==> src/amg_pkg.sv <==
package amg_pkg;

  // ****************************************************************
  // register offsets
  // ****************************************************************
  localparam logic [7:0] AMG_OFS_OPCFG = 8'h01;
  localparam logic [7:0] AMG_OFS_PROT  = 8'h02;
  localparam logic [7:0] AMG_OFS_GAIN  = 8'h03;
  localparam logic [7:0] AMG_OFS_STATE = 8'h04;

  // ****************************************************************
  // reset values
  // ****************************************************************
  localparam logic [7:0] AMG_RST_OPCFG = 8'h00;
  localparam logic [7:0] AMG_RST_PROT  = 8'h10;
  localparam logic [7:0] AMG_RST_GAIN  = 8'hff;
  localparam logic [7:0] AMG_RST_STATE = 8'h55;
  localparam logic [7:0] AMG_RD_NONE   = 8'h00;

  // ****************************************************************
  // field positions
  // ****************************************************************
  localparam int AMG_BIT_SOFT_RESET = 7;
  localparam int AMG_BIT_MODULATION = 6;
  localparam int AMG_BIT_UPPER_PAIR = 5;
  localparam int AMG_BIT_LOWER_PAIR = 4;
  localparam int AMG_BIT_LINEOUT_1  = 3;
  localparam int AMG_BIT_LINEOUT_2  = 2;
  localparam int AMG_BIT_LINEOUT_3  = 1;
  localparam int AMG_BIT_LINEOUT_4  = 0;
  localparam int AMG_BIT_PULSE_INJ  = 6;
  localparam int AMG_LSB_THERMAL    = 4;
  localparam int AMG_LSB_OVERCUR    = 2;
  localparam int AMG_LSB_CH1        = 6;
  localparam int AMG_LSB_CH2        = 4;
  localparam int AMG_LSB_CH3        = 2;
  localparam int AMG_LSB_CH4        = 0;
  localparam int AMG_CHANNELS       = 4;

  // ****************************************************************
  // field codes
  // ****************************************************************
  localparam logic       AMG_MOD_TWO_LEVEL   = 1'b0;
  localparam logic       AMG_MOD_SINGLE_SIDE = 1'b1;
  localparam logic [1:0] AMG_REQ_PLAY        = 2'b00;
  localparam logic [1:0] AMG_REQ_HIZ         = 2'b01;
  localparam logic [1:0] AMG_REQ_MUTE        = 2'b10;
  localparam logic [1:0] AMG_REQ_LOAD_CHECK  = 2'b11;
  localparam logic [1:0] AMG_GAIN_10DB       = 2'b00;
  localparam logic [1:0] AMG_GAIN_28DB       = 2'b11;
  localparam logic [1:0] AMG_TW_140C         = 2'b00;
  localparam logic [1:0] AMG_TW_130C         = 2'b01;
  localparam logic [1:0] AMG_TW_120C         = 2'b10;
  localparam logic [1:0] AMG_TW_110C         = 2'b11;

  // ****************************************************************
  // serial interface
  // ****************************************************************
  localparam logic [6:0] AMG_DEV_ADDR  = 7'h2c; // arbitrary value
  localparam logic [2:0] AMG_BIT_LAST  = 3'h7;
  localparam logic [2:0] AMG_BIT_FIRST = 3'h0;

  typedef enum logic [3:0] {
    AMG_ST_IDLE,
    AMG_ST_ADDR,
    AMG_ST_ACK_ADDR,
    AMG_ST_SUB,
    AMG_ST_ACK_SUB,
    AMG_ST_WDATA,
    AMG_ST_ACK_WR,
    AMG_ST_RDATA,
    AMG_ST_RACK
  } amg_i2c_state_t;

endpackage

==> src/amg_edge.sv <==
`timescale 1ns/1ps
module amg_edge #(
  parameter logic IDLE_LEVEL = 1'b1
) (
  // clock and reset
  input  wire logic ref_clk,
  input  wire logic resetn,
  // sampled line
  input  wire logic d,
  output logic      rise,
  output logic      fall
);

  logic prev;

  // previous level of the line
  always_ff @(posedge ref_clk or negedge resetn) begin
    if (!resetn) begin
      prev <= IDLE_LEVEL;
    end else begin
      prev <= d;
    end
  end

  // edge strobes
  assign rise = d & ~prev;
  assign fall = ~d & prev;

endmodule

==> src/amg_chan.sv <==
`timescale 1ns/1ps
module amg_chan (
  // clock and reset
  input  wire logic       ref_clk,
  input  wire logic       resetn,
  // stored request for this channel
  input  wire logic [1:0] req_code,
  input  wire logic       req_written,
  // diagnostic control
  input  wire logic       auto_load_check_skip,
  input  wire logic       channel_fault,
  output logic            load_check_start
);
  import amg_pkg::*;

  logic [1:0] prev_code;
  logic       prev_fault;
  logic       leave_hiz;
  logic       fault_rise;
  logic       manual;

  // previous request and fault level
  always_ff @(posedge ref_clk or negedge resetn) begin
    if (!resetn) begin
      prev_code  <= AMG_REQ_HIZ;
      prev_fault <= 1'b0;
    end else begin
      prev_code  <= req_code;
      prev_fault <= channel_fault;
    end
  end

  // automatic and requested diagnostic triggers
  assign leave_hiz  = (prev_code == AMG_REQ_HIZ) &&
                      (req_code != AMG_REQ_HIZ);
  assign fault_rise = channel_fault & ~prev_fault;
  assign manual     = req_written && (req_code == AMG_REQ_LOAD_CHECK);

  // one-cycle start strobe
  always_ff @(posedge ref_clk or negedge resetn) begin
    if (!resetn) begin
      load_check_start <= 1'b0;
    end else begin
      load_check_start <= manual ||
        (!auto_load_check_skip && (leave_hiz || fault_rise));
    end
  end

endmodule

==> src/amg_mode_gain_state_regs.sv <==
`timescale 1ns/1ps
// Summary of operation
// - writing one to bit seven soft-resets
// - bit six picks modulation scheme
// - bit five parallels channels three, four
// - bit four parallels channels one, two
// - bits three..zero select per-channel line-out
// - operating configuration resets to 0x00
// - bit six enables pulse injection
// - bits five..four set thermal warning
// - bits three..two select overcurrent level
// - protection configuration resets to 0x10
// - two-bit gain code per channel
// - gain register resets to 0xff
// - two-bit state request per channel
// - code eleven starts channel load check
// - state register resets to 0x55
// - subaddress advances after every data byte
// - automatic load check leaving hi-z, fault
module amg_mode_gain_state_regs (
  // clock and reset
  input  wire logic       ref_clk,
  input  wire logic       resetn,
  // serial bus, open drain data
  input  wire logic       scl_in,
  input  wire logic       sda_in,
  output logic            sda_out,
  output logic            sda_oe,
  // operating configuration
  output logic            modulation_select,
  output logic            parallel_bridge_upper_pair,
  output logic            parallel_bridge_lower_pair,
  output logic            first_channel_lineout_select,
  output logic            second_channel_lineout_select,
  output logic            third_channel_lineout_select,
  output logic            fourth_channel_lineout_select,
  output logic            soft_reset_pulse,
  // protection configuration
  output logic            pulse_injection_enable,
  output logic [1:0]      thermal_warning_threshold,
  output logic [1:0]      overcurrent_level_select,
  // per-channel gain and state
  output logic [1:0]      first_channel_gain_code,
  output logic [1:0]      second_channel_gain_code,
  output logic [1:0]      third_channel_gain_code,
  output logic [1:0]      fourth_channel_gain_code,
  output logic [1:0]      first_channel_state_request,
  output logic [1:0]      second_channel_state_request,
  output logic [1:0]      third_channel_state_request,
  output logic [1:0]      fourth_channel_state_request,
  // load check
  input  wire logic       auto_load_check_skip,
  input  wire logic [3:0] channel_fault,
  output logic [3:0]      load_check_start
);
  import amg_pkg::*;

  // ****************************************************************
  // signals
  // ****************************************************************
  amg_i2c_state_t state;
  logic [7:0]     shreg;
  logic [2:0]     bit_cnt;
  logic           byte_full;
  logic           rw;
  logic           master_ack;
  logic [7:0]     sub;
  logic           wr_en;
  logic [7:0]     wr_addr;
  logic [7:0]     wr_data;
  logic [7:0]     rd_data;
  logic           scl_rise, scl_fall;
  logic           sda_rise, sda_fall;
  logic           start_cond, stop_cond;
  logic           soft_rst, state_wr, state_wr_q;
  logic [7:0]     opcfg;
  logic [7:0]     prot;
  logic [7:0]     gain;
  logic [7:0]     chst;

  // ****************************************************************
  // bus line edges
  // ****************************************************************
  // clock line edges
  amg_edge #(.IDLE_LEVEL(1'b1)) u_scl_edge (
    .ref_clk (ref_clk),
    .resetn  (resetn),
    .d       (scl_in),
    .rise    (scl_rise),
    .fall    (scl_fall)
  );

  // data line edges
  amg_edge #(.IDLE_LEVEL(1'b1)) u_sda_edge (
    .ref_clk (ref_clk),
    .resetn  (resetn),
    .d       (sda_in),
    .rise    (sda_rise),
    .fall    (sda_fall)
  );

  // start and stop while clock high
  assign start_cond = sda_fall & scl_in;
  assign stop_cond  = sda_rise & scl_in;

  // ****************************************************************
  // serial protocol engine
  // ****************************************************************
  // byte framing, acknowledge and subaddress handling
  always_ff @(posedge ref_clk or negedge resetn) begin
    if (!resetn) begin
      sda_out    <= 1'b0;
      state      <= AMG_ST_IDLE;
      shreg      <= 8'h00;
      bit_cnt    <= AMG_BIT_FIRST;
      byte_full  <= 1'b0;
      rw         <= 1'b0;
      master_ack <= 1'b0;
      sub        <= 8'h00;
      sda_oe     <= 1'b0;
      wr_en      <= 1'b0;
      wr_addr    <= 8'h00;
      wr_data    <= 8'h00;
    end else begin
      sda_out <= 1'b0; // data line is only ever pulled low
      wr_en   <= 1'b0;
      if (start_cond) begin
        state     <= AMG_ST_ADDR;
        bit_cnt   <= AMG_BIT_FIRST;
        byte_full <= 1'b0;
        sda_oe    <= 1'b0;
      end else if (stop_cond) begin
        state     <= AMG_ST_IDLE;
        byte_full <= 1'b0;
        sda_oe    <= 1'b0;
      end else if (scl_rise) begin
        case (state)
          AMG_ST_ADDR, AMG_ST_SUB, AMG_ST_WDATA: begin
            shreg   <= {shreg[6:0], sda_in};
            bit_cnt <= bit_cnt + 3'h1;
            if (bit_cnt == AMG_BIT_LAST) begin
              byte_full <= 1'b1;
            end
          end
          AMG_ST_RDATA: begin
            bit_cnt <= bit_cnt + 3'h1;
            if (bit_cnt == AMG_BIT_LAST) begin
              byte_full <= 1'b1;
            end
          end
          AMG_ST_RACK: begin
            master_ack <= ~sda_in;
          end
          default: begin
          end
        endcase
      end else if (scl_fall) begin
        case (state)
          AMG_ST_ADDR: begin
            if (byte_full) begin
              byte_full <= 1'b0;
              if (shreg[7:1] == AMG_DEV_ADDR) begin
                rw     <= shreg[0];
                sda_oe <= 1'b1;
                state  <= AMG_ST_ACK_ADDR;
              end else begin
                state <= AMG_ST_IDLE;
              end
            end
          end
          AMG_ST_ACK_ADDR: begin
            bit_cnt <= AMG_BIT_FIRST;
            if (rw) begin
              shreg  <= {rd_data[6:0], 1'b0};
              sda_oe <= ~rd_data[7];
              sub    <= sub + 8'h01;
              state  <= AMG_ST_RDATA;
            end else begin
              sda_oe <= 1'b0;
              state  <= AMG_ST_SUB;
            end
          end
          AMG_ST_SUB: begin
            if (byte_full) begin
              byte_full <= 1'b0;
              sub       <= shreg;
              sda_oe    <= 1'b1;
              state     <= AMG_ST_ACK_SUB;
            end
          end
          AMG_ST_ACK_SUB, AMG_ST_ACK_WR: begin
            sda_oe  <= 1'b0;
            bit_cnt <= AMG_BIT_FIRST;
            state   <= AMG_ST_WDATA;
          end
          AMG_ST_WDATA: begin
            if (byte_full) begin
              byte_full <= 1'b0;
              wr_en     <= 1'b1;
              wr_addr   <= sub;
              wr_data   <= shreg;
              sub       <= sub + 8'h01;
              sda_oe    <= 1'b1;
              state     <= AMG_ST_ACK_WR;
            end
          end
          AMG_ST_RDATA: begin
            if (byte_full) begin
              byte_full <= 1'b0;
              sda_oe    <= 1'b0;
              state     <= AMG_ST_RACK;
            end else begin
              sda_oe <= ~shreg[7];
              shreg  <= {shreg[6:0], 1'b0};
            end
          end
          AMG_ST_RACK: begin
            bit_cnt <= AMG_BIT_FIRST;
            if (master_ack) begin
              shreg  <= {rd_data[6:0], 1'b0};
              sda_oe <= ~rd_data[7];
              sub    <= sub + 8'h01;
              state  <= AMG_ST_RDATA;
            end else begin
              state <= AMG_ST_IDLE;
            end
          end
          default: begin
            state <= AMG_ST_IDLE;
          end
        endcase
      end
    end
  end

  // ****************************************************************
  // register file
  // ****************************************************************
  // read mux, unlisted offsets read zero
  always_comb begin
    case (sub)
      AMG_OFS_OPCFG: rd_data = {1'b0, opcfg[6:0]};
      AMG_OFS_PROT:  rd_data = prot;
      AMG_OFS_GAIN:  rd_data = gain;
      AMG_OFS_STATE: rd_data = chst;
      default:       rd_data = AMG_RD_NONE;
    endcase
  end

  // self-clearing soft reset request
  assign soft_rst = wr_en && (wr_addr == AMG_OFS_OPCFG) &&
                    wr_data[AMG_BIT_SOFT_RESET];
  assign state_wr = wr_en && (wr_addr == AMG_OFS_STATE) && !soft_rst;

  // register writes, soft reset wins over the rest of its byte
  always_ff @(posedge ref_clk or negedge resetn) begin
    if (!resetn) begin
      opcfg <= AMG_RST_OPCFG;
      prot  <= AMG_RST_PROT;
      gain  <= AMG_RST_GAIN;
      chst  <= AMG_RST_STATE;
    end else if (soft_rst) begin
      opcfg <= AMG_RST_OPCFG;
      prot  <= AMG_RST_PROT;
      gain  <= AMG_RST_GAIN;
      chst  <= AMG_RST_STATE;
    end else if (wr_en) begin
      case (wr_addr)
        AMG_OFS_OPCFG: opcfg <= {1'b0, wr_data[6:0]};
        AMG_OFS_PROT:  prot  <= wr_data;
        AMG_OFS_GAIN:  gain  <= wr_data;
        AMG_OFS_STATE: chst  <= wr_data;
        default: begin
        end
      endcase
    end
  end

  // soft reset strobe and write marker aligned with new value
  always_ff @(posedge ref_clk or negedge resetn) begin
    if (!resetn) begin
      soft_reset_pulse <= 1'b0;
      state_wr_q       <= 1'b0;
    end else begin
      soft_reset_pulse <= soft_rst;
      state_wr_q       <= state_wr;
    end
  end

  // ****************************************************************
  // configuration outputs
  // ****************************************************************

  // operating and protection fields
  assign modulation_select             = opcfg[AMG_BIT_MODULATION];
  assign parallel_bridge_upper_pair    = opcfg[AMG_BIT_UPPER_PAIR];
  assign parallel_bridge_lower_pair    = opcfg[AMG_BIT_LOWER_PAIR];
  assign first_channel_lineout_select  = opcfg[AMG_BIT_LINEOUT_1];
  assign second_channel_lineout_select = opcfg[AMG_BIT_LINEOUT_2];
  assign third_channel_lineout_select  = opcfg[AMG_BIT_LINEOUT_3];
  assign fourth_channel_lineout_select = opcfg[AMG_BIT_LINEOUT_4];
  assign pulse_injection_enable    = prot[AMG_BIT_PULSE_INJ];
  assign thermal_warning_threshold = prot[AMG_LSB_THERMAL +: 2];
  assign overcurrent_level_select  = prot[AMG_LSB_OVERCUR +: 2];

  // per-channel gain and state fields
  assign first_channel_gain_code      = gain[AMG_LSB_CH1 +: 2];
  assign second_channel_gain_code     = gain[AMG_LSB_CH2 +: 2];
  assign third_channel_gain_code      = gain[AMG_LSB_CH3 +: 2];
  assign fourth_channel_gain_code     = gain[AMG_LSB_CH4 +: 2];
  assign first_channel_state_request  = chst[AMG_LSB_CH1 +: 2];
  assign second_channel_state_request = chst[AMG_LSB_CH2 +: 2];
  assign third_channel_state_request  = chst[AMG_LSB_CH3 +: 2];
  assign fourth_channel_state_request = chst[AMG_LSB_CH4 +: 2];

  // ****************************************************************
  // load check triggers, index 0 is channel 1
  // ****************************************************************
  for (genvar i = 0; i < AMG_CHANNELS; i++) begin : g_chan
    amg_chan u_chan (
      .ref_clk              (ref_clk),
      .resetn               (resetn),
      .req_code             (chst[2*(AMG_CHANNELS-1-i) +: 2]),
      .req_written          (state_wr_q),
      .auto_load_check_skip (auto_load_check_skip),
      .channel_fault        (channel_fault[i]),
      .load_check_start     (load_check_start[i])
    );
  end

endmodule

==> config.mk <==
export PLATFORM = sky130hd
export DESIGN_NAME = amg_mode_gain_state_regs
export DESIGN_NICKNAME = d
export VERILOG_FILES = /design/src/amg_pkg.sv /design/src/amg_edge.sv /design/src/amg_chan.sv /design/src/amg_mode_gain_state_regs.sv
export SDC_FILE = /design/constraint.sdc
export NUM_CORES = 1
export LEC_CHECK = 0
export ABC_AREA = 0
export BUFFER_PORTS_ARGS = -buffer_cell sky130_fd_sc_hd__buf_2
export CAP_MARGIN = 20
export CORE_MARGIN = 3
export CORE_UTILIZATION = 55
export CTS_CLUSTER_DIAMETER = 60
export DETAILED_ROUTE_END_ITERATION = 12
export PLACE_DENSITY = 0.75
export SLEW_MARGIN = 20
export SYNTH_ARGS = -nofsm -noshare
export SYNTH_HDL_FRONTEND = slang
export SYNTH_HIERARCHICAL = 1
export SYNTH_SLANG_ARGS = --single-unit
==> constraint.sdc <==
create_clock -name ref_clk -period 2.8 [get_ports ref_clk]
set_clock_uncertainty 0.1 [all_clocks]
set_input_delay 0.42 -clock ref_clk [delete_from_list [all_inputs] [get_ports ref_clk]]
set_output_delay 0.42 -clock ref_clk [all_outputs]
set_load 0.03 [all_outputs]
# [After elaboration in Yosys (flattened, before gate mapping)]
# Index checks and enable logic that the tools add are counted.
[op_classes] add_sub_neg=2 eq_ne=51 muxes=67 n_bitwise=23 n_reduce_logical=57
[ops] op="8-bit 2-to-1 mux" n=19
[ops] op="8-bit case mux with 4 select lines" n=2
[ops] op="8-bit by 2-bit == test with 1-bit output (second input constant)" n=4
[ops] op="4-bit 2-to-1 mux" n=8
[ops] op="4-bit case mux with 7 select lines" n=1
[ops] op="3-bit 2-to-1 mux" n=8
[ops] op="4-bit inequality test (second input constant)" n=6
[ops] op="8-bit case mux with 3 select lines" n=1
[ops] op="1-bit 2-to-1 mux" n=23
[ops] op="7-bit 2-to-1 mux" n=3
[ops] op="4-bit by 3-bit == test with 1-bit output (second input constant)" n=4
[ops] op="8-bit by 1-bit == test with 1-bit output (second input constant)" n=2
[ops] op="8-bit by 3-bit == test with 1-bit output (second input constant)" n=2
[ops] op="1-bit logical AND" n=16
[ops] op="7-bit AND reduction" n=2
[ops] op="1-bit NOT" n=13
[ops] op="4-bit AND reduction" n=3
[ops] op="6-bit AND reduction" n=2
[ops] op="2-bit nonzero test" n=6
[ops] op="4-bit nonzero test" n=3
[ops] op="1-bit bitwise AND" n=10
[ops] op="2-bit by 1-bit inequality test with 1-bit output (second input constant)" n=5
[ops] op="2-bit inequality test (second input constant)" n=5
[ops] op="3-bit inequality test (second input constant)" n=3
[ops] op="25 further kinds" n=49
[word_totals] register_bits=95 inputBits=9 output_inout_bits=35 elab_cells=231

# [Logic depth before layout (Yosys ltp)]
# Gate-level depths: netlist of the first run.
[depth] word_depth=9 depth_mapped=8 depth_no_buf=7

# [By module]
# The synthesis of the first run kept the hierarchy.
[by_module_without_submodules] mod="amg_mode_gain_state_regs" n_inst=1 cells_each=415 area_per_inst_um2=4147.7 seq_area_each_um2=1943.1
[by_module_without_submodules] mod="amg_chan" n_inst=4 cells_each=10 area_per_inst_um2=132.6 seq_area_each_um2=101.3
[by_module_without_submodules] mod="amg_edge" n_inst=2 cells_each=3 area_per_inst_um2=41.3 seq_area_each_um2=26.3

# [Worst setup path after synthesis of the first run]
# OpenSTA, ideal clock, no wires.
[synth_timing] kind="input to register" start="input sda_in" end="register wr_addr[3]" setup_ns=0.127 arrival_ns=1.774 slack_ns=0.798 cell_stages=7 n_path_buf=1 path_cell_list="and2b_2 -> o21ai_4 -> nand2_2 -> nor3_4 -> nand3_4 -> buf_6 -> mux2_1"
[synth_via] elab_chain_len=5 word_cells_on_any_way=8 classes_between="bitwise (7); reduce/logical (1)"
[synth_rtl] element="start, declared" line="amg_mode_gain_state_regs.sv:26" source="input wire logic sda_in,"
[synth_rtl] element="1-bit NOT" line="amg_edge.sv:27" source="assign fall = ~d & prev;"
[synth_rtl] element="1-bit bitwise AND" line="amg_edge.sv:27"
[synth_rtl] element="1-bit bitwise AND" line="amg_mode_gain_state_regs.sv:103" source="assign start_cond = sda_fall & scl_in;"
[synth_rtl] element="1-bit NOT (no line)"
[synth_rtl] element="6-bit AND reduction (no line) *"
[synth_rtl] element="end signal, assigned" line="amg_mode_gain_state_regs.sv:200" source="wr_addr <= sub;"
[synth_rtl] element="end, declared" line="amg_mode_gain_state_regs.sv:69" source="logic [7:0] wr_addr;"
# Mark *: on every way between the ends. The rest lies on a longest branch, timed or not.
# A chain may end at the register's enable or synchronous reset.

# [Worst setup path in the final report of the first run]
[layout_timing] start="register state[1]" end="register shreg[7]"
[layout_via] elab_chain_len=4 word_cells_on_any_way=16 classes_between="eq/ne (10); mux (3); reduce/logical (3)"
[layout_rtl] element="start, declared" line="amg_mode_gain_state_regs.sv:61" source="amg_i2c_state_t state;"
[layout_rtl] element="start signal, assigned" line="amg_mode_gain_state_regs.sv:113" source="state <= AMG_ST_IDLE;"
[layout_rtl] element="start signal, assigned" line="amg_mode_gain_state_regs.sv:128" source="state <= AMG_ST_ADDR;"
[layout_rtl] element="start signal, assigned" line="amg_mode_gain_state_regs.sv:133" source="state <= AMG_ST_IDLE;"
[layout_rtl] element="4-bit by 3-bit == test with 1-bit output, or another cell as far along" line="amg_mode_gain_state_regs.sv:137" source="case (state)"
[layout_rtl] element="3-bit OR reduction / 8-bit case mux with 3 select lines (equally long branches)" line="amg_mode_gain_state_regs.sv:137, amg_mode_gain_state_regs.sv:158"
[layout_rtl] element="2-bit by 1-bit inequality test with 1-bit output (no line) / 8-bit 2-to-1 mux (equally long branches)"
[layout_rtl] element="8-bit AND reduction (no line) / 8-bit 2-to-1 mux (equally long branches)"
[layout_rtl] element="end signal, assigned" line="amg_mode_gain_state_regs.sv:139" source="shreg <= {shreg[6:0], sda_in};"
[layout_rtl] element="end signal, assigned" line="amg_mode_gain_state_regs.sv:174" source="shreg <= {rd_data[6:0], 1'b0};"
[layout_rtl] element="end signal, assigned" line="amg_mode_gain_state_regs.sv:214" source="shreg <= {shreg[6:0], 1'b0};"
[layout_rtl] element="end, declared" line="amg_mode_gain_state_regs.sv:62" source="logic [7:0] shreg;"
# Parallel ways exist; a longest one is shown, timed or not. The select of a mux whose other input is x is not followed.

==> impl_metrics.env, run 1 <==
export IMPL_cp_slowest_stage_delay_ps=650
export IMPL_cap_viol_max_count=0
export IMPL_nFillCells=688
export IMPL_p_sw_share_pct=27.40
export IMPL_wire_per_inst_um=18.36
export IMPL_cts_sinks=95
export IMPL_yosys_area_top_type="dfrtp_1"
export IMPL_setup_tns_ps=0
export IMPL_crit_required_ps=2960
export IMPL_placedCellCount=586
export IMPL_netlist_instances=461
export IMPL_p_leak_nw=2.404
export IMPL_report_final_slew_viol_count=0
export IMPL_worstReg2RegStart="state[1]"
export IMPL_rsz0062_at_grt="no"
export IMPL_vias=3754
export IMPL_cts_tree="yes"
export IMPL_route_detailed_drc=0
export IMPL_nets=508
export IMPL_routed_via_density=6.226
export IMPL_first_pass_iters=6
export IMPL_synthAdderAreaFrac_pct=1.577
export IMPL_start_util_pct=57.36
export IMPL_cts_resized=0
export IMPL_cp_data_arrival_time_ps=2480
export IMPL_status="complete, no violations"
export IMPL_grt_total_usage_pct=23.51
export IMPL_ant_nets=0
export IMPL_die_w_um=99.04
export IMPL_fp_dieH_um=99.04
export IMPL_routabilityCongestion=0.8546
export IMPL_rows=33
export IMPL_p_comb_share_pct=8.9
export IMPL_syn_avg_cell_area_um2=10.33
export IMPL_synth_main_ff_cell="dfrtp_1"
export IMPL_worst_slew_pin_slew_ps=725.6
export IMPL_cts_root_buf="clkbuf_8"
export IMPL_peakVddDrop_v=0.0004277
export IMPL_p_clk_share_pct=33.4
export IMPL_path_common_cell="nor3_4"
export IMPL_htree_levels=3
export IMPL_clk_latency_ps=370
export IMPL_seq_power_share_pct=57.7
export IMPL_dp_hpwl_mm=7.907
export IMPL_ctsHoldBuffers=1
export IMPL_diodes=0
export IMPL_worst_setup_path_type="flip-flop to flip-flop"
export IMPL_synth_nets=476
export IMPL_die_area_um2=9808
export IMPL_synth_compound_area_share_pct=18.63
export IMPL_finalSetupViolCount=0
export IMPL_synth_commonest_cells="dfrtp_1 (76), o21ai_0 (39), nand2_1 (35)"
export IMPL_async_reset_ff_share_pct=100.0
export IMPL_layout_drive_gt1_share_pct=24.10
export IMPL_first_iter_violations=387
export IMPL_seqCellArea_um2=2401
export IMPL_yosysMostFrequentCell="dfrtp_1"
export IMPL_clk_pin_slew_ps=100
export IMPL_synth_top_family_by_area="compound AO/OA/AOI/OAI gates"
export IMPL_critPathLaunch="state[1]"
export IMPL_crit_path_end_kind="flip-flop"
export IMPL_p_switching_mw=0.6836
export IMPL_crit_path_cell_trace="nor3_4, nand2_1, o22a_1, nor3_4, mux2_2"
export IMPL_portBuffers=42
export IMPL_clk_path_buf_depth=2
export IMPL_final_hold_viol_count=0
export IMPL_power_density_nw_per_um2=479.4
export IMPL_areaGrowthSynthToFinish_pct=9.304
export IMPL_hp_class="input port to flip-flop"
export IMPL_drt_total_wl_mm=11.07
export IMPL_grt_pass1_wl_mm=18.51
export IMPL_synth_xor_area_share_pct=0.3679
export IMPL_synth_cell_types=65
export IMPL_slew_headroom_pct=51.42
export IMPL_cts_setup_buffers=0
export IMPL_internal_power_mw=1.811
export IMPL_multi_input_area_um2=2112
export IMPL_core_um2=8299
export IMPL_yosysSeqAreaShare_pct=50.43
export IMPL_cp_max_fo=23
export IMPL_synth_edf_count=0
export IMPL_antenna_found_initial=0
export IMPL_critPathLaunchType="flip-flop"
export IMPL_overflow=0
export IMPL_grt_max_degree=50
export IMPL_yosys_top_cells_area="dfrtp_1 (40%), dfstp_2 (10%), o21ai_0 (4.1%), mux2_2 (4.0%), nand2_1 (2.8%)"
export IMPL_netlist_area_um2=4761
export IMPL_post_route_period_util_pct=82.72
export IMPL_fmax_mhz=431.7
export IMPL_instances_no_fill=603
export IMPL_synth_top_area_share_pct=39.95
export IMPL_yosys_warnings=6
export IMPL_fin_crit_ps=2316
export IMPL_muxShareOfSynthArea_pct=6.491
export IMPL_slowest_stage="dfrtp_1"
export IMPL_grt_pass1_vias=3668
export IMPL_synth_seq_cells=95
export IMPL_numCtsBuffers=9
export IMPL_min_from="channel_fault[2]"
export IMPL_io_pins=44
export IMPL_synth_simple_area_share_pct=17.21
## flip-flops by register name, summed over array words and instances (netlist names)
name,cells
bit_cnt,3
byte_full,1
chst,8
g_chan.u_chan/load_check_start,4
g_chan.u_chan/prev_code,8
g_chan.u_chan/prev_fault,4
gain,8
master_ack,1
opcfg,7
prot,8
rw,1
sda_oe,1
shreg,8
soft_reset_pulse,1
state,4
state_wr_q,1
sub,8
u_scl_edge/prev,1
u_sda_edge/prev,1
wr_addr,8
wr_data,8
wr_en,1
## per-layer routing
layer | vias up | global-route usage (%) | routed length (um)
li1 | 1732 | - | -
met1 | 1865 | 33.67 | 5045
met2 | 136 | 36.36 | 5193
met3 | 21 | 4.600 | 633
met4 | 0 | 7.248 | 201
met5 | - | 0 | 0
## critical path, delay by kind of cell, from the launching register on
kind | cells | cell delay [ps]
simple gates | 3 | 810
mux | 1 | 390
compound gates | 1 | 240
flops | 1 | 650
## placed cells by master, fill, tap and decap left out, drive strengths merged, types with 3 or more instances in the layout
master,Yosys,routed
clkbuf,13,9
a222oi,7,7
and2b,3,3
or3,3,3
buf,18,51
a32oi,6,6
nor2,36,36
dfstp,19,19
ha,6,6
dfrtp,76,76
mux2,23,23
inv,20,22
a31oi,15,15
clkinv,0,3
o41ai,4,4
nor2b,7,7
o21ai,42,42
a21oi,18,18
nand2,36,36
nand2b,11,11
nand4,5,5
and2,4,4
nand3,14,14
mux2i,5,5
nor3b,3,3
nand3b,5,5
nor3,8,8
nor4,3,3
a2bb2oi,3,3
o22ai,6,6
a22oi,4,4
a22o,12,12
## layout make-up
cell class              instances  area share (%)
flip-flops and latches         95           46.14
clock buffers                   9           2.380
clock inverters                 7           1.106
multi-input cells             315           40.59
inverters                      20           1.443
repair buffers                 52           5.819
well taps                     105           2.525
## power by group through the flow
stage                     Clock, mW  Sequential, mW  Combinational, mW
after global routing          0.917            1.44              0.247
after CTS                     0.854            1.44              0.222
after detailed placement          0            1.47              0.220
after floorplan                   0            1.45              0.144
after global placement            0            1.46              0.218
final                         0.833            1.44              0.222
## cells by family after synthesis
kind of cell,Yosys count
buffers and inverters,51
other,1
AND/OR/NAND/NOR,146
flip-flops,95
AO/OA/AOI/OAI,132
multiplexers,28
adder cells (fa/ha/maj),6
XOR/XNOR,2
## per-stage QoR
| stage | worst slack, ps | util [%] | cell area [um^2] | hold WS (ps) | total power, mW |
|---|---|---|---|---|---|
| 6_report | 483.7 | 62.70 | 5204 | 71.91 | 2.495 |
| 3_3_place_gp | 547.9 | 60.39 | 5012 | 304.8 | 1.681 |
| 4_1_cts | 503.2 | 62.70 | 5204 | 57.97 | 2.515 |
| 2_1_floorplan | 798.2 | - | 4761 | 24.41 | 1.594 |
| 3_5_place_dp | 467.3 | 60.39 | 5012 | 308.6 | 1.685 |
| 5_1_grt | 327.8 | 62.70 | 5204 | 51.01 | 2.608 |
## worst paths after layout
| kind | end | slack [ps] | cells after the start |
|---|---|---|---|
| min in group asynchronous | opcfg[3] | 500 | 2 |
| max in group asynchronous | gain[7] | 1380 | 3 |
| worst min-delay path | g_chan[2].u_chan/prev_fault | 70 | 1 |
| worst min register to register | g_chan[1].u_chan/prev_code[0] | 320 | 0 |
| worst max-delay path | shreg[7] | 480 | 5 |
| worst max register to register | shreg[7] | 480 | 5 |
No activity file was read; power rests on OpenSTA's default activity.
==> inputs of run 2 (changes only) <==
Clock period 2.8 ns to 2.3 ns, I/O delays scaled along.
==> run 2 against run 1 <==
Via count grew 1.3%. Setup slack got worse by 460 ps. Worst hold slack worse by 58 ps. Utilization up 1.8 points. Combinational power rose by 29%. Largest cell class unchanged.
==> impl_metrics.env, run 2 (same netlist as run 1, synthesis figures left out) <==
export IMPL_status="complete, no violations"
export IMPL_areaGrowthSynthToFinish_pct=12.43
export IMPL_drt_total_wl_mm=11.40
export IMPL_portBuffers=42
export IMPL_grt_pass1_wl_mm=18.77
export IMPL_crit_required_ps=2450
export IMPL_worst_setup_path_type="flip-flop to flip-flop"
export IMPL_critPathLaunchType="flip-flop"
export IMPL_p_leak_nw=2.482
export IMPL_dp_hpwl_mm=8.074
export IMPL_first_pass_iters=5
export IMPL_crit_path_end_kind="flip-flop"
export IMPL_die_area_um2=9808
export IMPL_layout_common_cells="dfrtp_1 (75), buf_2 (41), o21ai_0 (39), nand2_1 (35), nor2_1 (33)"
export IMPL_hp_class="input port to flip-flop"
export IMPL_slowest_stage="dfrtp_1"
export IMPL_cts_tree="yes"
export IMPL_finalPower_mw=3.118
export IMPL_diodes=0
export IMPL_finalSetupViolCount=0
export IMPL_vias=3802
export IMPL_grt_pass1_vias=3786
export IMPL_fp_dieH_um=99.04
export IMPL_crit_buf_inv=1
export IMPL_post_route_period_util_pct=98.76
export IMPL_layout_commonest_cell="dfrtp_1"
export IMPL_antenna_found_initial=0
export IMPL_power_density_nw_per_um2=582.6
export IMPL_peakVddDrop_v=0.0003352
export IMPL_clk_latency_ps=360
export IMPL_fin_area_um2=5353
export IMPL_drt_met1_wl_mm=4.961
export IMPL_fin_crit_ps=2271
export IMPL_slew_headroom_pct=52.92
export IMPL_wl_met3_um=681
export IMPL_htree_levels=3
export IMPL_overflow=0
export IMPL_cp_max_fo=14
export IMPL_route_top_layer_used="met4"
export IMPL_layout_drive_gt1_share_pct=26.17
export IMPL_crit_path_cell_trace="nor2b_1, a32oi_1, o22a_1, nor3_4, buf_12, mux2_2"
export IMPL_start_util_pct=57.36
export IMPL_rows=33
export IMPL_numCtsBuffers=9
export IMPL_core_um2=8299
export IMPL_placed_area_um2=5080
export IMPL_route_detailed_drc=0
export IMPL_first_iter_violations=322
export IMPL_grt_total_usage_pct=23.86
export IMPL_grt_max_degree=48
export IMPL_report_final_slew_viol_count=0
export IMPL_cts_sinks=95
export IMPL_cp_data_arrival_time_ps=2420
export IMPL_cap_viol_max_count=0
export IMPL_routed_via_density=6.162
export IMPL_io_pins=44
export IMPL_cp_slowest_stage_delay_ps=690
export IMPL_crit_family="flip-flops"
export IMPL_postLayoutCoreUtil_pct=64.50
export IMPL_setup_tns_ps=0
export IMPL_die_w_um=99.04
export IMPL_layout_setup_ws_ps=28.56
export IMPL_clk_path_buf_depth=2
export IMPL_pre_cts_slack_ps=29.33
export IMPL_wl_met2_mm=5.426
export IMPL_cts_root_buf="clkbuf_8"
export IMPL_ant_nets=0
export IMPL_nets=522
export IMPL_worst_slew_pin_slew_ps=699.7
export IMPL_final_hold_viol_count=0
export IMPL_routabilityCongestion=0.8717
export IMPL_clk_pin_slew_ps=100
export IMPL_wire_per_inst_um=18.48
export IMPL_fmax_mhz=440.2
-- run 2: cell types whose count changed in the layout (fill, tap and decap cells not counted), moves of 2 or more --
| cell | before | now |
|---|---|---|
| buf_4 | 9 | 18 |
| clkbuf_8 | 9 | 11 |
| clkinv_4 | 2 | 0 |
| dlygate4sd3_1 | 1 | 5 |
| inv_6 | 1 | 3 |
-- run 2: worst paths after layout --
| kind | start | end | slack (ps) | cells after the start |
|---|---|---|---|---|
| setup reg to reg | state[1] | shreg[7] | 30 | 6 |
| min in group asynchronous | resetn | opcfg[5] | 320 | 2 |
| max in group asynchronous | resetn | u_sda_edge/prev | 1080 | 3 |
| setup / recovery | state[1] | shreg[7] | 30 | 6 |
| hold reg to reg | chst[6] | g_chan[0].u_chan/prev_code[0] | 330 | 0 |
| hold / removal | sda_in | u_sda_edge/prev | 10 | 1 |
-- run 2: cell type report --
| cell class | instances | area, um^2 |
|---|---|---|
| Fill cell | 686 | 2947 |
| Timing Repair Buffer | 66 | 430.4 |
| Inverter | 20 | 75.07 |
| Clock buffer | 11 | 151.4 |
| Clock inverter | 5 | 38.79 |
| Multi-Input combinational cell | 315 | 2123 |
| Sequential cell | 95 | 2402 |
| Tap cell | 105 | 131.4 |
-- run 2: layer usage --
| layer | track usage, % | vias to the layer above |
|---|---|---|
| met5 | 0 | - |
| met4 | 10.29 | 0 |
| met3 | 3.892 | 31 |
| met2 | 36.98 | 153 |
| met1 | 33.30 | 1859 |
| li1 | - | 1759 |
-- run 2: power breakdown --
part / internal [mW] / switching [mW]
Clock: 0.463 / 0.613
Sequential: 1.71 / 0.0488
Combinational: 0.106 / 0.181
-- run 2: repair_timing --
action,in CTS,in global routing
buffers inserted,0,1
endpoints found under the setup margin,1,8
hold endpoints to repair,19,0
pin swaps,1,2
hold buffers,5,0
gates resized for setup,1,3
-- run 2: stage by stage --
step / instances / hold WS, ps
2_1_floorplan: 461 / -50.59
3_3_place_gp: 595 / 168.8
3_5_place_dp: 595 / 170.2
4_1_cts: 616 / 1.761
5_1_grt: 617 / 8.090
6_report: 617 / 13.62
==> inputs of run 3 (changes only) <==
Settings changed: CORE_MARGIN 3 to 2, SETUP_SLACK_MARGIN set to 0.4.
==> run 3 against run 2 <==
Critical path type unchanged. Register-to-register slack better by 170 ps. Via count up 4.5%. Combinational power up 24%. Non-clock buffer count increased by 18. First-iteration DRC count increased by 20%. Sequential power is essentially flat. Count of clock-buffer cells in the layout down 1. Total power increased by 7.2%. Critical path depth increased by 2. Sequential share of layout area shrank 2.2 points. Die area down 4.0%. Utilization increased by 3.6 points.
==> impl_metrics.env, run 3 (same netlist as run 1, synthesis figures left out) <==
export IMPL_status="complete, no violations"
export IMPL_fin_area_um2=5654
export IMPL_drt_total_wl_mm=11.57
export IMPL_report_final_slew_viol_count=0
export IMPL_setup_tns_ps=0
export IMPL_core_um2=8299
export IMPL_nets=540
export IMPL_ant_nets=0
export IMPL_instances_no_fill=635
export IMPL_pre_cts_slack_ps=94.40
export IMPL_areaGrowthSynthToFinish_pct=18.76
export IMPL_diodes=0
export IMPL_htree_levels=3
export IMPL_cts_tree="yes"
export IMPL_layout_setup_ws_ps=199.2
export IMPL_grt_pass1_vias=3709
export IMPL_crit_required_ps=2460
export IMPL_rows=33
export IMPL_post_route_period_util_pct=91.34
export IMPL_start_util_pct=57.36
export IMPL_grt_pass1_wl_mm=18.68
export IMPL_cp_max_fo=8
export IMPL_layout_commonest_cell="dfrtp_1"
export IMPL_cap_viol_max_count=0
export IMPL_final_hold_viol_count=0
export IMPL_numCtsBuffers=9
export IMPL_grt_total_usage_pct=24.45
export IMPL_dp_hpwl_mm=7.713
export IMPL_postLayoutCoreUtil_pct=68.13
export IMPL_fp_dieH_um=97.04
export IMPL_placedCellCount=595
export IMPL_placed_area_um2=5080
export IMPL_cp_data_arrival_time_ps=2260
export IMPL_wire_per_inst_um=18.22
export IMPL_whs_ps=50.59
export IMPL_routed_via_density=6.257
export IMPL_grt_max_degree=47
export IMPL_power_density_nw_per_um2=591.4
export IMPL_die_w_um=97.04
export IMPL_antenna_found_initial=0
export IMPL_vias=3973
export IMPL_io_pins=44
export IMPL_crit_path_end_kind="flip-flop"
export IMPL_routabilityCongestion=0.8834
export IMPL_clk_path_buf_depth=2
export IMPL_first_pass_iters=6
export IMPL_finalSetupViolCount=0
export IMPL_clk_latency_ps=370
export IMPL_p_leak_nw=2.600
export IMPL_overflow=0
export IMPL_worst_setup_path_type="flip-flop to flip-flop"
export IMPL_portBuffers=42
export IMPL_finalPower_mw=3.344
export IMPL_critPathLaunchType="flip-flop"
export IMPL_die_area_um2=9416
export IMPL_hp_class="input port to flip-flop"
export IMPL_layout_drive_gt1_share_pct=31.70
export IMPL_fin_crit_ps=2101
export IMPL_cts_sinks=95
export IMPL_route_detailed_drc=0
export IMPL_first_iter_violations=386
export IMPL_peakVddDrop_v=0.0003520
export IMPL_clk_pin_slew_ps=100
export IMPL_layout_common_cells="dfrtp_1 (70), buf_2 (41), o21ai_0 (37), nand2_1 (35), buf_4 (34)"
export IMPL_cts_root_buf="clkbuf_8"
export IMPL_fmax_mhz=476.0
export IMPL_worst_slew_pin_slew_ps=575.2
export IMPL_slew_headroom_pct=61.30
export IMPL_rsz0062_at_grt="yes"
==> run 3: timing repair <==
item                                   in CTS  in global routing
buffers inserted                           11                  7
hold buffers                                6                  0
pin swaps                                   6                  9
resized for setup                          21                 16
endpoints found under the hold margin      25                  0
setup endpoints to repair                  44                 37
==> run 3: final timing paths <==
path,from,end,slack (ps),cells after the start
worst max-delay path,u_scl_edge/prev,shreg[6],200,8
worst min-delay path,scl_in,u_scl_edge/prev,50,1
worst max register to register,u_scl_edge/prev,shreg[6],200,8
worst min register to register,chst[6],g_chan[0].u_chan/prev_code[0],320,0
max in group asynchronous,resetn,chst[0],1100,3
min in group asynchronous,resetn,opcfg[3],300,2
==> run 3: critical path, stage by stage, from the launching register on <==
cell,delay (ps)
dfstp_2,540
nor2b_1,40
buf_4,160
nor2b_4,130
a32oi_2,70
o22a_2,300
nor3_4,150
buf_12,160
mux2_4,310
==> run 3: power breakdown <==
| group | switching (mW) | internal [mW] |
|---|---|---|
| combinational | 0.203 | 0.154 |
| clock | 0.607 | 0.621 |
| sequential | 0.0509 | 1.71 |
| total | 0.861 | 2.48 |
==> run 3: routing by layer <==
| metal | GRT usage, % | wire (um) |
|---|---|---|
| met1 | 35.43 | 5180 |
| met2 | 36.75 | 5340 |
| met3 | 3.757 | 715 |
| met4 | 10.51 | 332 |
| met5 | 0 | 0 |
==> run 3: cell type report <==
cell class	instances	area [um^2]
clock inverter	6	92.59
inverter	20	77.57
timing repair buffer	84	580.6
clock buffer	10	127.6
multi-input combinational	315	2233
sequential	95	2411
tap	105	131.4
fill	597	2645
